==> src/hdl/bfd_defs.svh <==
// address map and constant values of the burst fifo data port
`ifndef BFD_DEFS_SVH
`define BFD_DEFS_SVH
`define BFD_CHAN_STRIDE 12'h200
`define BFD_LEGACY_OFF 9'h000
`define BFD_DATA_OFF 9'h100
`define BFD_DATA_END 9'h13f
`define BFD_STAT_OFF 9'h180
`define BFD_STAT_END 9'h1ff
`define BFD_EMPTY_BYTE 8'h00
`define BFD_BE_LEGACY 4'h1
`define BFD_BE_LOW_HALF 4'h3
`define BFD_BE_HIGH_HALF 4'hc
`define BFD_BE_FULL 4'hf
`endif

==> src/hdl/bfd_pkg.sv <==
// types shared by the burst fifo data port
package bfd_pkg;
  typedef enum logic [1:0] {
    WIN_NONE = 2'b00,
    WIN_LEGACY = 2'b01,
    WIN_DATA = 2'b10,
    WIN_STAT = 2'b11
  } bfd_win_t;
  typedef enum logic [1:0] {
    RD_IDLE = 2'b00,
    RD_TAKE = 2'b01,
    RD_WAIT = 2'b10
  } bfd_rd_state_t;
endpackage : bfd_pkg

==> src/hdl/bfd_word_fifo.sv <==
// small flip-flop fifo with valid/ready on both sides
`timescale 1ns/10ps
module bfd_word_fifo #(
  parameter int WIDTH = 39,
  parameter int DEPTH = 4
) (
  input wire logic clock,
  input wire logic resetn,
  input wire logic in_valid,
  output logic in_ready,
  input wire logic [WIDTH-1:0] in_data,
  output logic out_valid,
  input wire logic out_ready,
  output logic [WIDTH-1:0] out_data
);
  localparam int AW = $clog2(DEPTH);

  // sizes the pointers cannot serve stop elaboration
  if (DEPTH < 2 || (DEPTH & (DEPTH - 1)) != 0)
  begin : g_bad_depth
    $error("fifo depth must be a power of two, at least 2");
  end
  if (WIDTH < 1)
  begin : g_bad_width
    $error("fifo width must be positive");
  end

  logic [WIDTH-1:0] mem_r [DEPTH];
  logic [WIDTH-1:0] mem_nxt [DEPTH];
  logic [AW-1:0] wr_r, wr_nxt, rd_r, rd_nxt;
  logic [AW:0] cnt_r, cnt_nxt;
  logic push, pop;

  // honest flags straight from the occupancy count
  assign in_ready = (cnt_r < (AW+1)'(DEPTH));
  assign out_valid = (cnt_r != '0);
  assign out_data = mem_r[rd_r];
  assign push = in_valid && in_ready;
  assign pop = out_valid && out_ready;

  // pointer and count update; a push while full is impossible
  always_comb
  begin
    mem_nxt = mem_r;
    wr_nxt = wr_r;
    rd_nxt = rd_r;
    cnt_nxt = cnt_r;
    if (push)
    begin
      mem_nxt[wr_r] = in_data;
      wr_nxt = wr_r + 1'b1;
    end
    if (pop)
      rd_nxt = rd_r + 1'b1;
    if (push && !pop)
      cnt_nxt = cnt_r + 1'b1;
    else if (pop && !push)
      cnt_nxt = cnt_r - 1'b1;
  end

  always_ff @(posedge clock)
  begin
    if (!resetn)
    begin
      wr_r <= '0;
      rd_r <= '0;
      cnt_r <= '0;
    end
    else
    begin
      wr_r <= wr_nxt;
      rd_r <= rd_nxt;
      cnt_r <= cnt_nxt;
    end
  end

  // storage needs no reset; empty entries are never presented
  always_ff @(posedge clock)
  begin
    mem_r <= mem_nxt;
  end
endmodule : bfd_word_fifo

==> src/hdl/bfd_data_port.sv <==
// burst data port between the bus access port and the channel fifos
`timescale 1ns/10ps
`include "bfd_defs.svh"

// Contract
// - burst reads and writes decode anywhere in the mapped windows; writes to the status window are refused with an error.
// - per-channel data window at 0x100 + 0x200*n, read rx, write tx.
// - plain rx read puts oldest byte in lane 0, then lanes 1..3.
// - data window write queues lane 0 first, then lanes 1, 2, 3.
// - status window at 0x180 + 0x200*n, status low byte, data high.
// - status window spans 32 words so a full fifo drains in one burst.
// - data window takes 8, 16, 24 or 32 bit accesses, byte per lane.
// - bursts of up to 64 data bytes to or from a channel fifo.
// - legacy holding registers accept byte-wide accesses only.
// - legacy receive holding register at 0x000 + 0x200*n.
// - legacy write loads one tx byte, read unloads one rx byte.
module bfd_data_port #(
  parameter int NCHAN = 8,
  parameter int WF_DEPTH = 4
) (
  input wire logic clock,
  input wire logic resetn,
  input wire logic acc_valid,
  output logic acc_ready_r,
  input wire logic acc_write,
  input wire logic [11:0] acc_addr,
  input wire logic [3:0] acc_be,
  input wire logic [31:0] acc_wdata,
  output logic acc_done_r,
  output logic acc_err_r,
  output logic [31:0] acc_rdata_r,
  input wire logic [NCHAN-1:0] rx_have,
  input wire logic [8*NCHAN-1:0] rx_head_data,
  input wire logic [8*NCHAN-1:0] rx_head_status,
  output logic [NCHAN-1:0] rx_pop_r,
  output logic tx_valid_r,
  input wire logic tx_ready,
  output logic [2:0] tx_chan_r,
  output logic [7:0] tx_byte_r
);
  localparam int WFW = 3 + 4 + 32;

  // the channel field is three bits wide, so more channels cannot be served
  if (NCHAN < 1 || NCHAN > 8)
  begin : g_bad_nchan
    $error("channel count must lie between 1 and 8");
  end
  if (WF_DEPTH < 2)
  begin : g_bad_depth
    $error("write fifo needs at least two words");
  end

  bfd_pkg::bfd_win_t win;
  bfd_pkg::bfd_win_t rd_win_r, rd_win_nxt;
  bfd_pkg::bfd_rd_state_t rd_state_r, rd_state_nxt;
  logic [2:0] chan;
  logic [8:0] off;
  logic legal, take;
  logic [1:0] rd_idx_r, rd_idx_nxt;
  logic [3:0] rd_be_r, rd_be_nxt;
  logic [2:0] rd_chan_r, rd_chan_nxt;
  logic [31:0] rd_buf_r, rd_buf_nxt;
  logic [31:0] acc_rdata_nxt;
  logic acc_done_nxt, acc_err_nxt, acc_ready_nxt;
  logic [NCHAN-1:0] rx_pop_nxt;
  logic unit_on, adv;
  logic wf_in_valid, wf_in_ready, wf_out_valid, wf_out_ready;
  logic [WFW-1:0] wf_out_data;
  logic [3:0] tw_be_r, tw_be_nxt;
  logic [31:0] tw_data_r, tw_data_nxt;
  logic [2:0] tw_chan_r, tw_chan_nxt;
  logic tx_valid_nxt;
  logic [2:0] tx_chan_nxt;
  logic [7:0] tx_byte_nxt;

  // window decode; addresses outside every window are answered with an error
  assign chan = acc_addr[11:9];
  assign off = acc_addr[8:0];
  always_comb
  begin
    win = bfd_pkg::WIN_NONE;
    legal = 1'b0;
    if (32'(chan) < NCHAN)
    begin
      if (off[8:2] == 7'(`BFD_LEGACY_OFF >> 2))
      begin
        win = bfd_pkg::WIN_LEGACY;
        legal = (acc_be == `BFD_BE_LEGACY);
      end
      else if (off >= `BFD_DATA_OFF && off <= `BFD_DATA_END)
      begin
        win = bfd_pkg::WIN_DATA;
        legal = (acc_be != 4'h0);
      end
      else if (off >= `BFD_STAT_OFF && off <= `BFD_STAT_END)
      begin
        win = bfd_pkg::WIN_STAT;
        // a lone status or data byte would split a pair
        legal = !acc_write && (acc_be == `BFD_BE_LOW_HALF ||
          acc_be == `BFD_BE_HIGH_HALF || acc_be == `BFD_BE_FULL);
      end
    end
  end

  assign take = acc_valid && acc_ready_r;
  // writes go straight into the word fifo; ready guarantees room
  assign wf_in_valid = take && acc_write && legal;

  bfd_word_fifo #(
    .WIDTH(WFW),
    .DEPTH(WF_DEPTH)
  ) u_wfifo (
    .clock(clock),
    .resetn(resetn),
    .in_valid(wf_in_valid),
    .in_ready(wf_in_ready),
    .in_data({chan, acc_be, acc_wdata}),
    .out_valid(wf_out_valid),
    .out_ready(wf_out_ready),
    .out_data(wf_out_data)
  );

  // read sequencer: one lane or status pair per take/wait round
  always_comb
  begin
    rd_state_nxt = rd_state_r;
    rd_win_nxt = rd_win_r;
    rd_idx_nxt = rd_idx_r;
    rd_be_nxt = rd_be_r;
    rd_chan_nxt = rd_chan_r;
    rd_buf_nxt = rd_buf_r;
    acc_rdata_nxt = acc_rdata_r;
    acc_done_nxt = 1'b0;
    acc_err_nxt = 1'b0;
    rx_pop_nxt = '0;
    adv = 1'b0;
    if (rd_win_r == bfd_pkg::WIN_STAT)
      unit_on = !rd_idx_r[0] && (rd_be_r[rd_idx_r] || rd_be_r[rd_idx_r + 1'b1]);
    else
      unit_on = rd_be_r[rd_idx_r];
    unique case (rd_state_r)
      bfd_pkg::RD_IDLE:
      begin
        if (take)
        begin
          if (!legal || acc_write)
          begin
            acc_done_nxt = 1'b1;
            acc_err_nxt = !legal;
          end
          else
          begin
            rd_win_nxt = win;
            rd_be_nxt = acc_be;
            rd_chan_nxt = chan;
            rd_idx_nxt = 2'b00;
            rd_buf_nxt = {4{`BFD_EMPTY_BYTE}}; // empty fifo reads as zero
            rd_state_nxt = bfd_pkg::RD_TAKE;
          end
        end
      end
      bfd_pkg::RD_TAKE:
      begin
        if (unit_on && rx_have[rd_chan_r])
        begin
          if (rd_win_r == bfd_pkg::WIN_STAT)
          begin
            rd_buf_nxt[{rd_idx_r, 3'b000} +: 8] =
              rx_head_status[{rd_chan_r, 3'b000} +: 8];
            rd_buf_nxt[{rd_idx_r + 1'b1, 3'b000} +: 8] =
              rx_head_data[{rd_chan_r, 3'b000} +: 8];
          end
          else
            rd_buf_nxt[{rd_idx_r, 3'b000} +: 8] =
              rx_head_data[{rd_chan_r, 3'b000} +: 8];
          rx_pop_nxt[rd_chan_r] = 1'b1;
          rd_state_nxt = bfd_pkg::RD_WAIT;
        end
        else
          adv = 1'b1;
      end
      bfd_pkg::RD_WAIT:
        adv = 1'b1; // pop is on the pins now; head moves after this edge
      default:
        rd_state_nxt = bfd_pkg::RD_IDLE;
    endcase
    // lanes walk upward so the oldest byte lands lowest
    if (adv)
    begin
      if (rd_idx_r == 2'b11)
      begin
        acc_done_nxt = 1'b1;
        acc_rdata_nxt = rd_buf_nxt;
        rd_state_nxt = bfd_pkg::RD_IDLE;
      end
      else
      begin
        rd_idx_nxt = rd_idx_r + 1'b1;
        rd_state_nxt = bfd_pkg::RD_TAKE;
      end
    end
    // one idle cycle after each take lets the fifo count settle
    acc_ready_nxt = (rd_state_nxt == bfd_pkg::RD_IDLE) && !take &&
      wf_in_ready;
  end

  always_ff @(posedge clock)
  begin
    if (!resetn)
    begin
      rd_state_r <= bfd_pkg::RD_IDLE;
      rd_win_r <= bfd_pkg::WIN_NONE;
      rd_idx_r <= 2'b00;
      rd_be_r <= 4'h0;
      rd_chan_r <= 3'h0;
      rd_buf_r <= 32'h0000_0000;
      acc_rdata_r <= 32'h0000_0000;
      acc_done_r <= 1'b0;
      acc_err_r <= 1'b0;
      acc_ready_r <= 1'b0;
      rx_pop_r <= '0;
    end
    else
    begin
      rd_state_r <= rd_state_nxt;
      rd_win_r <= rd_win_nxt;
      rd_idx_r <= rd_idx_nxt;
      rd_be_r <= rd_be_nxt;
      rd_chan_r <= rd_chan_nxt;
      rd_buf_r <= rd_buf_nxt;
      acc_rdata_r <= acc_rdata_nxt;
      acc_done_r <= acc_done_nxt;
      acc_err_r <= acc_err_nxt;
      acc_ready_r <= acc_ready_nxt;
      rx_pop_r <= rx_pop_nxt;
    end
  end

  // tx unpacker: a word is taken only when the last one is used up
  assign wf_out_ready = (tw_be_r == 4'h0);
  always_comb
  begin
    logic [1:0] sel;
    sel = 2'b00;
    tw_be_nxt = tw_be_r;
    tw_data_nxt = tw_data_r;
    tw_chan_nxt = tw_chan_r;
    tx_valid_nxt = tx_valid_r && !tx_ready;
    tx_chan_nxt = tx_chan_r;
    tx_byte_nxt = tx_byte_r;
    for (int i = 3; i >= 0; i--)
      if (tw_be_r[i])
        sel = 2'(i); // lowest enabled lane wins
    if (wf_out_valid && wf_out_ready)
    begin
      tw_chan_nxt = wf_out_data[WFW-1 -: 3];
      tw_be_nxt = wf_out_data[35:32];
      tw_data_nxt = wf_out_data[31:0];
    end
    else if (tw_be_r != 4'h0 && (!tx_valid_r || tx_ready))
    begin
      tx_valid_nxt = 1'b1;
      tx_chan_nxt = tw_chan_r;
      tx_byte_nxt = tw_data_r[{sel, 3'b000} +: 8];
      tw_be_nxt[sel] = 1'b0;
    end
  end

  always_ff @(posedge clock)
  begin
    if (!resetn)
    begin
      tw_be_r <= 4'h0;
      tw_data_r <= 32'h0000_0000;
      tw_chan_r <= 3'h0;
      tx_valid_r <= 1'b0;
      tx_chan_r <= 3'h0;
      tx_byte_r <= 8'h00;
    end
    else
    begin
      tw_be_r <= tw_be_nxt;
      tw_data_r <= tw_data_nxt;
      tw_chan_r <= tw_chan_nxt;
      tx_valid_r <= tx_valid_nxt;
      tx_chan_r <= tx_chan_nxt;
      tx_byte_r <= tx_byte_nxt;
    end
  end
endmodule : bfd_data_port

==> config.mk <==
export PLATFORM = sky130hd
export DESIGN_NAME = bfd_data_port
export DESIGN_NICKNAME = d
export VERILOG_FILES = /design/src/hdl/bfd_pkg.sv /design/src/hdl/bfd_word_fifo.sv /design/src/hdl/bfd_data_port.sv
export VERILOG_INCLUDE_DIRS = /design/src /design/src/hdl
export SDC_FILE = /design/constraint.sdc
export NUM_CORES = 1
export LEC_CHECK = 0
export BUFFER_PORTS_ARGS = -buffer_cell sky130_fd_sc_hd__buf_4
export CAP_MARGIN = 15
export CORE_MARGIN = 2
export CORE_UTILIZATION = 45
export DETAILED_ROUTE_END_ITERATION = 12
export PLACE_DENSITY_LB_ADDON = 0.12
export SLEW_MARGIN = 20
export SYNTH_ARGS = -nofsm -noshare
export SYNTH_HDL_FRONTEND = slang
export SYNTH_SLANG_ARGS = --single-unit
==> constraint.sdc <==
create_clock -name clock -period 3.2 [get_ports clock]
set_input_delay 0.16 -clock clock [delete_from_list [all_inputs] [get_ports clock]]
set_output_delay 0.16 -clock clock [all_outputs]
set_load 0.01 [all_outputs]
==> results of run 1 <==
-- routing by layer --
metal  up-vias  global-route usage, %  share of wire, %
met5         -                      0                 0
met4         0                  7.902               3.5
met3        93                  3.467               5.3
met2       380                  42.43                50
met1      5429                  30.28                41
li1       5280                      -                 -
-- cell type report --
class / count / area share, %
flip-flops and latches: 302 / 42.95
well taps: 396 / 2.795
repair buffers: 332 / 14.99
clock inverters: 12 / 0.5577
clock buffers: 46 / 4.920
inverters: 25 / 0.5365
multi-input cells: 815 / 33.25
-- tightest hold or removal path, delay by kind of cell --
family                 cells  cell delay [ns]
buffers and inverters      1             0.10
and+or+nand+nor            3             0.29
-- cell families after synthesis --
group                      after synthesis
muxes                                  116
AOI/OAI and AO/OA                      371
adders and majority gates               16
and+or+nand+nor                        306
buffers and inverters                  116
DFF                                    302
xor gates and xnor gates                 6
-- what timing repair did --
action                                 in CTS  in global routing
buffers inserted                            0                  0
hold buffers                               46                  0
endpoints found under the hold margin     167                  0
-- sequential cells by signal (all words and copies together) (netlist names), 2 cells and up --
name	flops
tw_chan_r	3
tx_byte_r	8
u_wfifo.rd_r	2
rd_idx_r	2
rd_win_r	2
rd_chan_r	3
rd_be_r	4
tx_chan_r	3
rd_buf_r	32
u_wfifo.mem_r	156
u_wfifo.wr_r	2
rd_state_r	2
u_wfifo.cnt_r	3
rx_pop_r	8
tw_be_r	4
acc_rdata_r	32
tw_data_r	32
-- cell usage in the layout, fill, tap and decap left out, types with 10 or more instances in the layout --
cell           synthesis  routed
o21ai_1               22      22
or3_1                 10      10
o211ai_1              22      22
o21ai_0               69      69
edfxtp_1             156     156
ha_1                  15      15
nand3b_1              10      10
clkbuf_16              0      31
and2_1                11      11
dlygate4sd3_1          0      46
o221ai_1              20      20
buf_4                  9     282
a31oi_1               47      47
nand2_1              121     121
nor3_1                13      13
nor2_1                57      56
mux4_2                43      43
a22oi_1               17      17
clkbuf_1              50      11
nor2b_1               12      12
nand2b_1              14      14
mux2i_1               65      65
inv_1                 23      22
a211oi_1              10      10
a21oi_1              102     101
dfxtp_1              146     144
nand3_1               17      17
-- power breakdown --
group	internal, mW	switching [mW]	leakage (nW)
registers	4.38	0.270	2.59
clock network	1.97	1.49	0.478
logic	1.04	1.33	3.21
-- per-stage QoR --
step | setup WS (ns) | hold slack, ns
final | 0.4193 | 0.03297
after global routing | 0.2068 | 0.05342
after CTS | 0.4189 | 0.01188
after detailed placement | 0.3123 | 0.3627
after global placement | 0.3547 | 0.3606
after floorplan | 0.5726 | 0.2589
-- worst min path at each step --
stage                              from           endpoint  slack [ns]  cells after the start
final                       acc_addr[8]          acc_err_r        0.03                      4
after global routing             resetn      rd_state_r[0]        0.05                      2
after CTS                   acc_addr[8]          acc_err_r        0.01                      4
after detailed placement  acc_wdata[20]  u_wfifo.mem_r[59]        0.36                      1
after global placement    acc_wdata[24]  u_wfifo.mem_r[63]        0.36                      1
after floorplan            acc_wdata[0]   u_wfifo.mem_r[0]        0.26                      0
==> results.cfg, run 1 <==
[detailed_routing]
routedWlPerCell_um = 20.80
drc_errors = 0
viasPerCell = 5.800
ant_nets = 0
drt_iter0_drc = 822
routed_wl_um = 40110
dr.pass1.iters = 6
dr_total_vias = 11180

[yosys]
syn_nets = 1438
ys_types = 88
yosysSeqAreaShare_pct = 53.99
ys_ff_latch = 302
synthSimpleGateAreaFrac_pct = 10.62
synth-adder-area-share_pct = 1.474
synth_top_area_cell = edfxtp_1
synth_compound_area_share_pct = 17.02
netlist_instances = 1233
ys.flop_type = edfxtp_1
synth-edff-count = 156
synth_xor_area_share_pct = 0.3730
yosysMostFrequentCell = edfxtp_1
synthArstFlopShare_pct = 0
synth.avg_cell_area_um2 = 11.43
synth_top_area_share_pct = 33.25
synthTopCellsByCount = edfxtp_1 (156), dfxtp_1 (146), nand2_1 (121), a21oi_1 (102), o21ai_0 (69)
yosys_warnings = 0
synth_top_family_by_area = compound AO/OA/AOI/OAI gates
netlist_area_mm2 = 0.01409
synth_mux_area_share_pct = 12.29
synthTopCellsByArea = edfxtp_1 (33%), dfxtp_1 (21%), mux4_2 (6.9%), mux2i_1 (4.6%), a21oi_1 (3.6%)

[cells_and_area]
fill_cells = 2681
fin_area_mm2 = 0.01772
diodes = 0
multiInputGateArea_mm2 = 0.005893
stdcell_count = 1928
drive_gt1_share_pct = 26.89
final_nets = 1712
regArea_mm2 = 0.007612
final_util_pct = 57.64
layout-area-overhead-vs-synth_pct = 25.80

[worst_hold_path]
hp-class = in2reg

[die]
start_util_pct = 45.82
fp.dieW_um = 180.9
ios = 244
die_h_um = 180.9
std_cell_rows = 64
die-area_mm2 = 0.03274
core_mm2 = 0.03075

[place]
placed_area_mm2 = 0.01629
place_inst = 1824
hpwlAfterDp_um = 27440
port_buffers = 241
gp_congestion = 0.8638

[worst_setup_path]
slowest_delay_ns = 0.49
slowest_stage = or3b_2
regToRegStartpoint = rd_idx_r[1]
cp_top_family = simple AND/OR/NAND/NOR gates
endpoint_kind = flip-flop
critical_path_required_ns = 3.69
crit_arrival_ns = 3.27
cp_max_fo = 13
rr_worst_depth = 9
r2r-end = acc_rdata_r[4]
path_class = reg2reg
crit_buf_inv = 2
r2r_slack_ns = 0.42
start_kind = flip-flop
crit_path_start = rd_idx_r[1]
setup.worst_path.end = acc_rdata_r[4]
crit_cells = 9
crit_chain = inv_1 > ha_1 > buf_4 > or3b_2 > nand2_1 > o2111ai_1 > nor2_2 > o311ai_1 > a31oi_1

[sta]
drv_slew = 0
worst_clock_skew_ns = 0.01052
period_share_pct = 86.90
rsz0062_at_grt = no
hold_violations = 0
clock.fmax_mhz = 359.6
period_needed_ns = 2.781
worst_slew_pin_slew_ns = 0.9369
fin_tns_setup_ns = 0
final-setup-viol-count = 0
maxSlewHeadroom_pct = 37.54

[power_and_ir_drop]
p_per_area_mw_per_mm2 = 591.8
peakVddDrop_v = 0.0005260
totalPowerFinal_mw = 10.49
leakagePower_nw = 6.271

[global_route]
grt_overflow = 0
grt_pass1_wl_um = 62290
antenna_found_initial = 0
grt_use_total_pct = 23.99
grt_max_degree = 93
grt_pass1_vias = 10970

[cts]
cts.reportedPaths.clkPinSlew_ns = 0.06
cts_tree = yes
cts_root_buffer = clkbuf_16
cts_inserted_buffers = 31
clk_path_buf_depth = 3
clk_latency_ns = 0.57
htree_levels = 1
cts_resized = 0
cts_sinks = 302

[job]
cap_violations = 0

[run_status]
outcome = finished clean
Note: power is estimated with default switching activity, not from simulation.
==> run 2, diff against run 1 <==
--- a/config.mk
+++ b/config.mk
@@ -8,10 +8,11 @@
 export LEC_CHECK = 0
 export BUFFER_PORTS_ARGS = -buffer_cell sky130_fd_sc_hd__buf_4
 export CAP_MARGIN = 15
+export CORE_ASPECT_RATIO = 0.7
 export CORE_MARGIN = 2
 export CORE_UTILIZATION = 45
 export DETAILED_ROUTE_END_ITERATION = 12
-export PLACE_DENSITY_LB_ADDON = 0.12
+export PLACE_DENSITY_LB_ADDON = 0.25
 export SLEW_MARGIN = 20
 export SYNTH_ARGS = -nofsm -noshare
 export SYNTH_HDL_FRONTEND = slang
==> results.cfg, run 2 (synthesized netlist as in run 1, its figures left out) <==
[cts]
cts_inserted_buffers = 30
cts_tree = yes
clk_path_buf_depth = 3
clk_latency_ns = 0.55
cts_resized = 0
cts_root_buffer = clkbuf_16
cts_sinks = 302
post_cts_buffers = 0
cts_hold_buffers = 42
cts.reportedPaths.clkPinSlew_ns = 0.07
htree_levels = 1

[sta]
drv_slew = 0
worst_slew_pin_slew_ns = 0.9852
fin_tns_setup_ns = 0
hold-worst-slack_ns = 0.04139
clock.fmax_mhz = 344.6
final-setup-viol-count = 0
period_needed_ns = 2.902
period_share_pct = 90.69
rsz0062_at_grt = no
hold_violations = 0
maxSlewHeadroom_pct = 34.18
worst_clock_skew_ns = 0.01054

[detailed_routing]
routed_wl_um = 40510
drt_iter0_drc = 1011
routedWlPerCell_um = 20.79
dr.pass1.iters = 7
viasPerCell = 5.773
ant_nets = 0
dr_total_vias = 11250
drc_errors = 0

[power_and_ir_drop]
peakVddDrop_v = 0.0003968
power.internal_mw = 7.592
leakagePower_nw = 6.291
sw_frac_of_total_pct = 28.96
share_seq_of_total_power_pct = 43.6
totalPowerFinal_mw = 10.69
p_comb_share_pct = 22.1
p_per_area_mw_per_mm2 = 598.8
p_clk_share_pct = 34.3
p_sw_mw = 3.095

[die]
std_cell_rows = 54
start_util_pct = 45.43
core_mm2 = 0.03101
fp.dieW_um = 215.5
die-area_mm2 = 0.03276
die_h_um = 152.0
ios = 244

[cells_and_area]
largest-register = u_wfifo.mem_r
layout_common_cells = buf_4 (280), edfxtp_1 (156), dfxtp_1 (143), nand2_1 (121), a21oi_1 (101)
regArea_mm2 = 0.007614
final_nets = 1708
fill_cells = 2599
stdcell_count = 1948
largest_reg_flops = 156
mostFrequentLayoutCell = buf_4
multiInputGateArea_mm2 = 0.005898
drive_gt1_share_pct = 27.77
layout-area-overhead-vs-synth_pct = 26.67

[worst_setup_path]
crit_chain = inv_1 > ha_1 > mux2i_1 > o211ai_1 > nand4_2 > nor2_4 > nand2_1 > nor4_1
crit_arrival_ns = 3.34
crit_buf_inv = 1
crit_cells = 8
critical_path_required_ns = 3.64
cp_top_family = simple AND/OR/NAND/NOR gates
slowest_stage = nor2_4
rr_worst_depth = 8
path_class = reg2reg
cp_max_fo = 32
r2r_slack_ns = 0.30
endpoint_kind = flip-flop
start_kind = flip-flop
slowest_delay_ns = 0.70

[place]
place_inst = 1849
gp_congestion = 0.9643
hpwlAfterDp_um = 28130
port_buffers = 241

[global_route]
grt_max_degree = 63
grt_pass1_vias = 10760
use_met3_pct = 5.125
grt_pass1_wl_um = 62710
antenna_found_initial = 1
grt_util_met2_pct = 34.30
gr-usage-met1_pct = 38.29
busiest_layer = met1
grt_use_total_pct = 24.18
grt_overflow = 0

[worst_hold_path]
whs_path_depth = 3
hp-class = in2reg

[job]
cap_violations = 0

[run_status]
outcome = finished clean
## run 2: layout make-up
type / count / share of cell area (%)
diodes: 1 / 0.01402
multi-input cells: 815 / 33.05
inverters: 25 / 0.5328
flip-flops and latches: 302 / 42.66
well taps: 420 / 2.944
clock inverters: 13 / 0.8833
clock buffers: 43 / 4.999
repair buffers: 329 / 14.92
## run 2: path summary, 6_finish.rpt
check                 from       endpoint
max            rd_idx_r[0]    rx_pop_r[0]
min               tx_ready     tx_valid_r
max reg2reg    rd_idx_r[0]    rx_pop_r[0]
min reg2reg  tw_data_r[23]  tw_data_r[23]
## run 2: metrics by stage
stage	util, %	area [um^2]	worst slack [ns]
4_1_cts	57.54	17840	0.3042
3_3_place_gp	52.80	16370	0.4466
5_1_grt	57.54	17840	0.05780
6_report	57.55	17850	0.2980
3_5_place_dp	52.80	16370	0.3232
2_1_floorplan	-	14090	0.5726
## run 2: metal layers
metal | part of all wire, % | vias up
li1 | - | 5271
met1 | 48 | 5471
met2 | 42 | 468
met3 | 8.9 | 35
met4 | 1.2 | 0
met5 | 0 | -
## run 2: worst register-to-register path, stage by stage (launching register included)
cell and delay [ns]:
dfxtp_1 0.31, inv_1 0.21, ha_1 0.30, mux2i_1 0.12, o211ai_1 0.32, nand4_2 0.20, nor2_4 0.70, nand2_1 0.37
nor4_1 0.27
## run 2: power by group through the flow
stage / registers, mW / logic, mW / clock network, mW
floorplan: 4.61 / 1.61 / 0
CTS: 4.65 / 2.37 / 3.73
global placement: 4.73 / 2.27 / 0
global route: 4.69 / 2.64 / 3.87
finish: 4.66 / 2.36 / 3.67
detailed placement: 4.73 / 2.31 / 0
==> run 3, diff against run 2 <==
==> constraint.sdc (replaced) <==
create_clock -name clock -period 3.1 [get_ports clock]
set_input_delay 0.155 -clock clock [delete_from_list [all_inputs] [get_ports clock]]
set_output_delay 0.155 -clock clock [all_outputs]
set_load 0.01 [all_outputs]
==> results.cfg, run 3 (synthesized netlist as in run 1, its figures left out) <==
[sta]
clock.fmax_mhz = 331.7
hold_violations = 0
period_share_pct = 97.26
maxSlewHeadroom_pct = 32.08
drv_slew = 0
period_needed_ns = 3.015
setup_slack_ns = 0.08491
worst_slew_pin_slew_ns = 1.019
worst_clock_skew_ns = 0.01732
rsz0062_at_grt = no
final-setup-viol-count = 0
fin_tns_setup_ns = 0

[power_and_ir_drop]
leakagePower_nw = 6.291
power.internal_mw = 7.775
p_per_area_mw_per_mm2 = 616.9
p_clk_share_pct = 33.8
sw_frac_of_total_pct = 29.31
peakVddDrop_v = 0.0005618
p_comb_share_pct = 22.8
share_seq_of_total_power_pct = 43.4
p_sw_mw = 3.224

[cells_and_area]
drive_gt1_share_pct = 27.86
layout_common_cells = buf_4 (285), edfxtp_1 (156), dfxtp_1 (143), nand2_1 (121), a21oi_1 (101)
largest-register = u_wfifo.mem_r
layout-area-overhead-vs-synth_pct = 26.54
mostFrequentLayoutCell = buf_4
final_nets = 1713
largest_reg_flops = 156

[worst_setup_path]
r2r-end = acc_rdata_r[26]
rr_worst_depth = 8
cp_top_family = compound AO/OA/AOI/OAI gates
r2r_slack_ns = 0.08
slowest_stage = a21oi_2
critical_path_required_ns = 3.58
cp_max_fo = 15
endpoint_kind = flip-flop
crit_cells = 8
crit_buf_inv = 1
path_class = reg2reg
crit_chain = inv_1 > ha_1 > mux2i_1 > o211ai_1 > and4_1 > a21oi_2 > o21ai_0 > a31oi_1
start_kind = flip-flop
crit_arrival_ns = 3.49
slowest_delay_ns = 0.82
crit_path_start = rd_idx_r[1]
regToRegStartpoint = rd_idx_r[1]
setup.worst_path.end = acc_rdata_r[26]

[die]
die-area_mm2 = 0.03276
fp.dieW_um = 215.5
die_h_um = 152.0
std_cell_rows = 54
ios = 244
core_mm2 = 0.03101
start_util_pct = 45.43

[cts]
cts.reportedPaths.clkPinSlew_ns = 0.07
cts_inserted_buffers = 29
post_cts_buffers = 0
cts_resized = 0
clk_path_buf_depth = 3
clk_latency_ns = 0.56
cts_tree = yes
cts_sinks = 302
cts_root_buffer = clkbuf_16
htree_levels = 1

[place]
hpwlAfterDp_um = 28020
gp_congestion = 0.9520
dp_slack_ns = 0.2652
port_buffers = 241

[worst_hold_path]
hp-class = in2reg

[global_route]
antenna_found_initial = 3
grt_use_total_pct = 24.26
grt_max_degree = 66
grt_pass1_wl_um = 62620
grt_overflow = 0
grt_pass1_vias = 10980

[detailed_routing]
drt_iter0_drc = 990
routed_wl_um = 40640
dr_total_vias = 11320
dr.pass1.iters = 8
routedWlPerCell_um = 20.82
ant_nets = 0
drc_errors = 0
viasPerCell = 5.801

[run_status]
outcome = finished clean

[job]
cap_violations = 0
==> run 3: cell types whose count changed in the layout (fill, tap and decap cells not counted), sizes merged <==
cell,delta
a21oi,+1
buf,+4
bufinv,+2
clkbuf,-8
clkinv,+2
clkinvlp,-1
diode,+2
dlygate4sd3,+1
inv,+1
==> run 3: routing by layer <==
metal	up-vias	part of all wire [%]	GRT usage, %	wire [um]
li1	5274	-	-	-
met4	0	1.9	5.419	790
met2	471	42	33.61	16880
met3	67	8.6	5.405	3499
met5	-	0	0	0
met1	5511	48	38.35	19460
==> run 3: worst register-to-register path, stage by stage (launching register included) <==
cell and delay, ns:
dfxtp_1 0.46, inv_1 0.13, ha_1 0.33, mux2i_1 0.19, o211ai_1 0.17, and4_1 0.37
a21oi_2 0.82, o21ai_0 0.24, a31oi_1 0.21
==> run 3: power groups by stage <==
stage	logic [mW]	clock network (mW)	registers, mW
2_1_floorplan	1.67	0	4.76
3_3_place_gp	2.39	0	4.85
3_5_place_dp	2.45	0	4.85
4_1_cts	2.51	3.77	4.77
5_1_grt	2.77	3.93	4.82
6_report	2.51	3.72	4.77
==> run 3: cell type report <==
| cell class | count | area (um^2) |
|---|---|---|
| clock inverters | 17 | 222.7 |
| fillers | 2591 | 13180 |
| well taps | 420 | 525.5 |
| repair buffers | 334 | 2690 |
| inverters | 25 | 95.09 |
| multi-input cells | 816 | 5907 |
| diodes | 3 | 7.507 |
| clock buffers | 35 | 768.2 |
| flip-flops and latches | 302 | 7614 |
==> run 3: worst min-delay path by stage <==
stage                        startpoint                  to  cells past startpoint
after floorplan            acc_wdata[0]    u_wfifo.mem_r[0]                      0
after global placement    acc_wdata[12]  u_wfifo.mem_r[129]                      1
after detailed placement  acc_wdata[30]  u_wfifo.mem_r[147]                      1
after CTS                     acc_write           acc_err_r                      3
after global routing          acc_write           acc_err_r                      3
final                         acc_write           acc_err_r                      3
==> run 3: timing repair <==
item | 4_1_cts | 5_1_grt
hold endpoints to repair | 166 | 0
hold buffers | 43 | 0
endpoints found under the setup margin | 0 | 2
==> run 3: per-stage QoR <==
stage / hold WS, ns / area, um^2 / power [mW] / cells / util (%)
final: 0.05513 / 17830 / 11.00 / 1952 / 57.49
after global routing: 0.05099 / 17830 / 11.53 / 1951 / 57.48
after CTS: 0.02512 / 17810 / 11.05 / 1948 / 57.44
after detailed placement: 0.3574 / 16390 / 7.304 / 1853 / 52.86
after global placement: 0.3574 / 16390 / 7.234 / 1853 / 52.86
after floorplan: 0.2539 / 14090 / 6.421 / 1233 / -
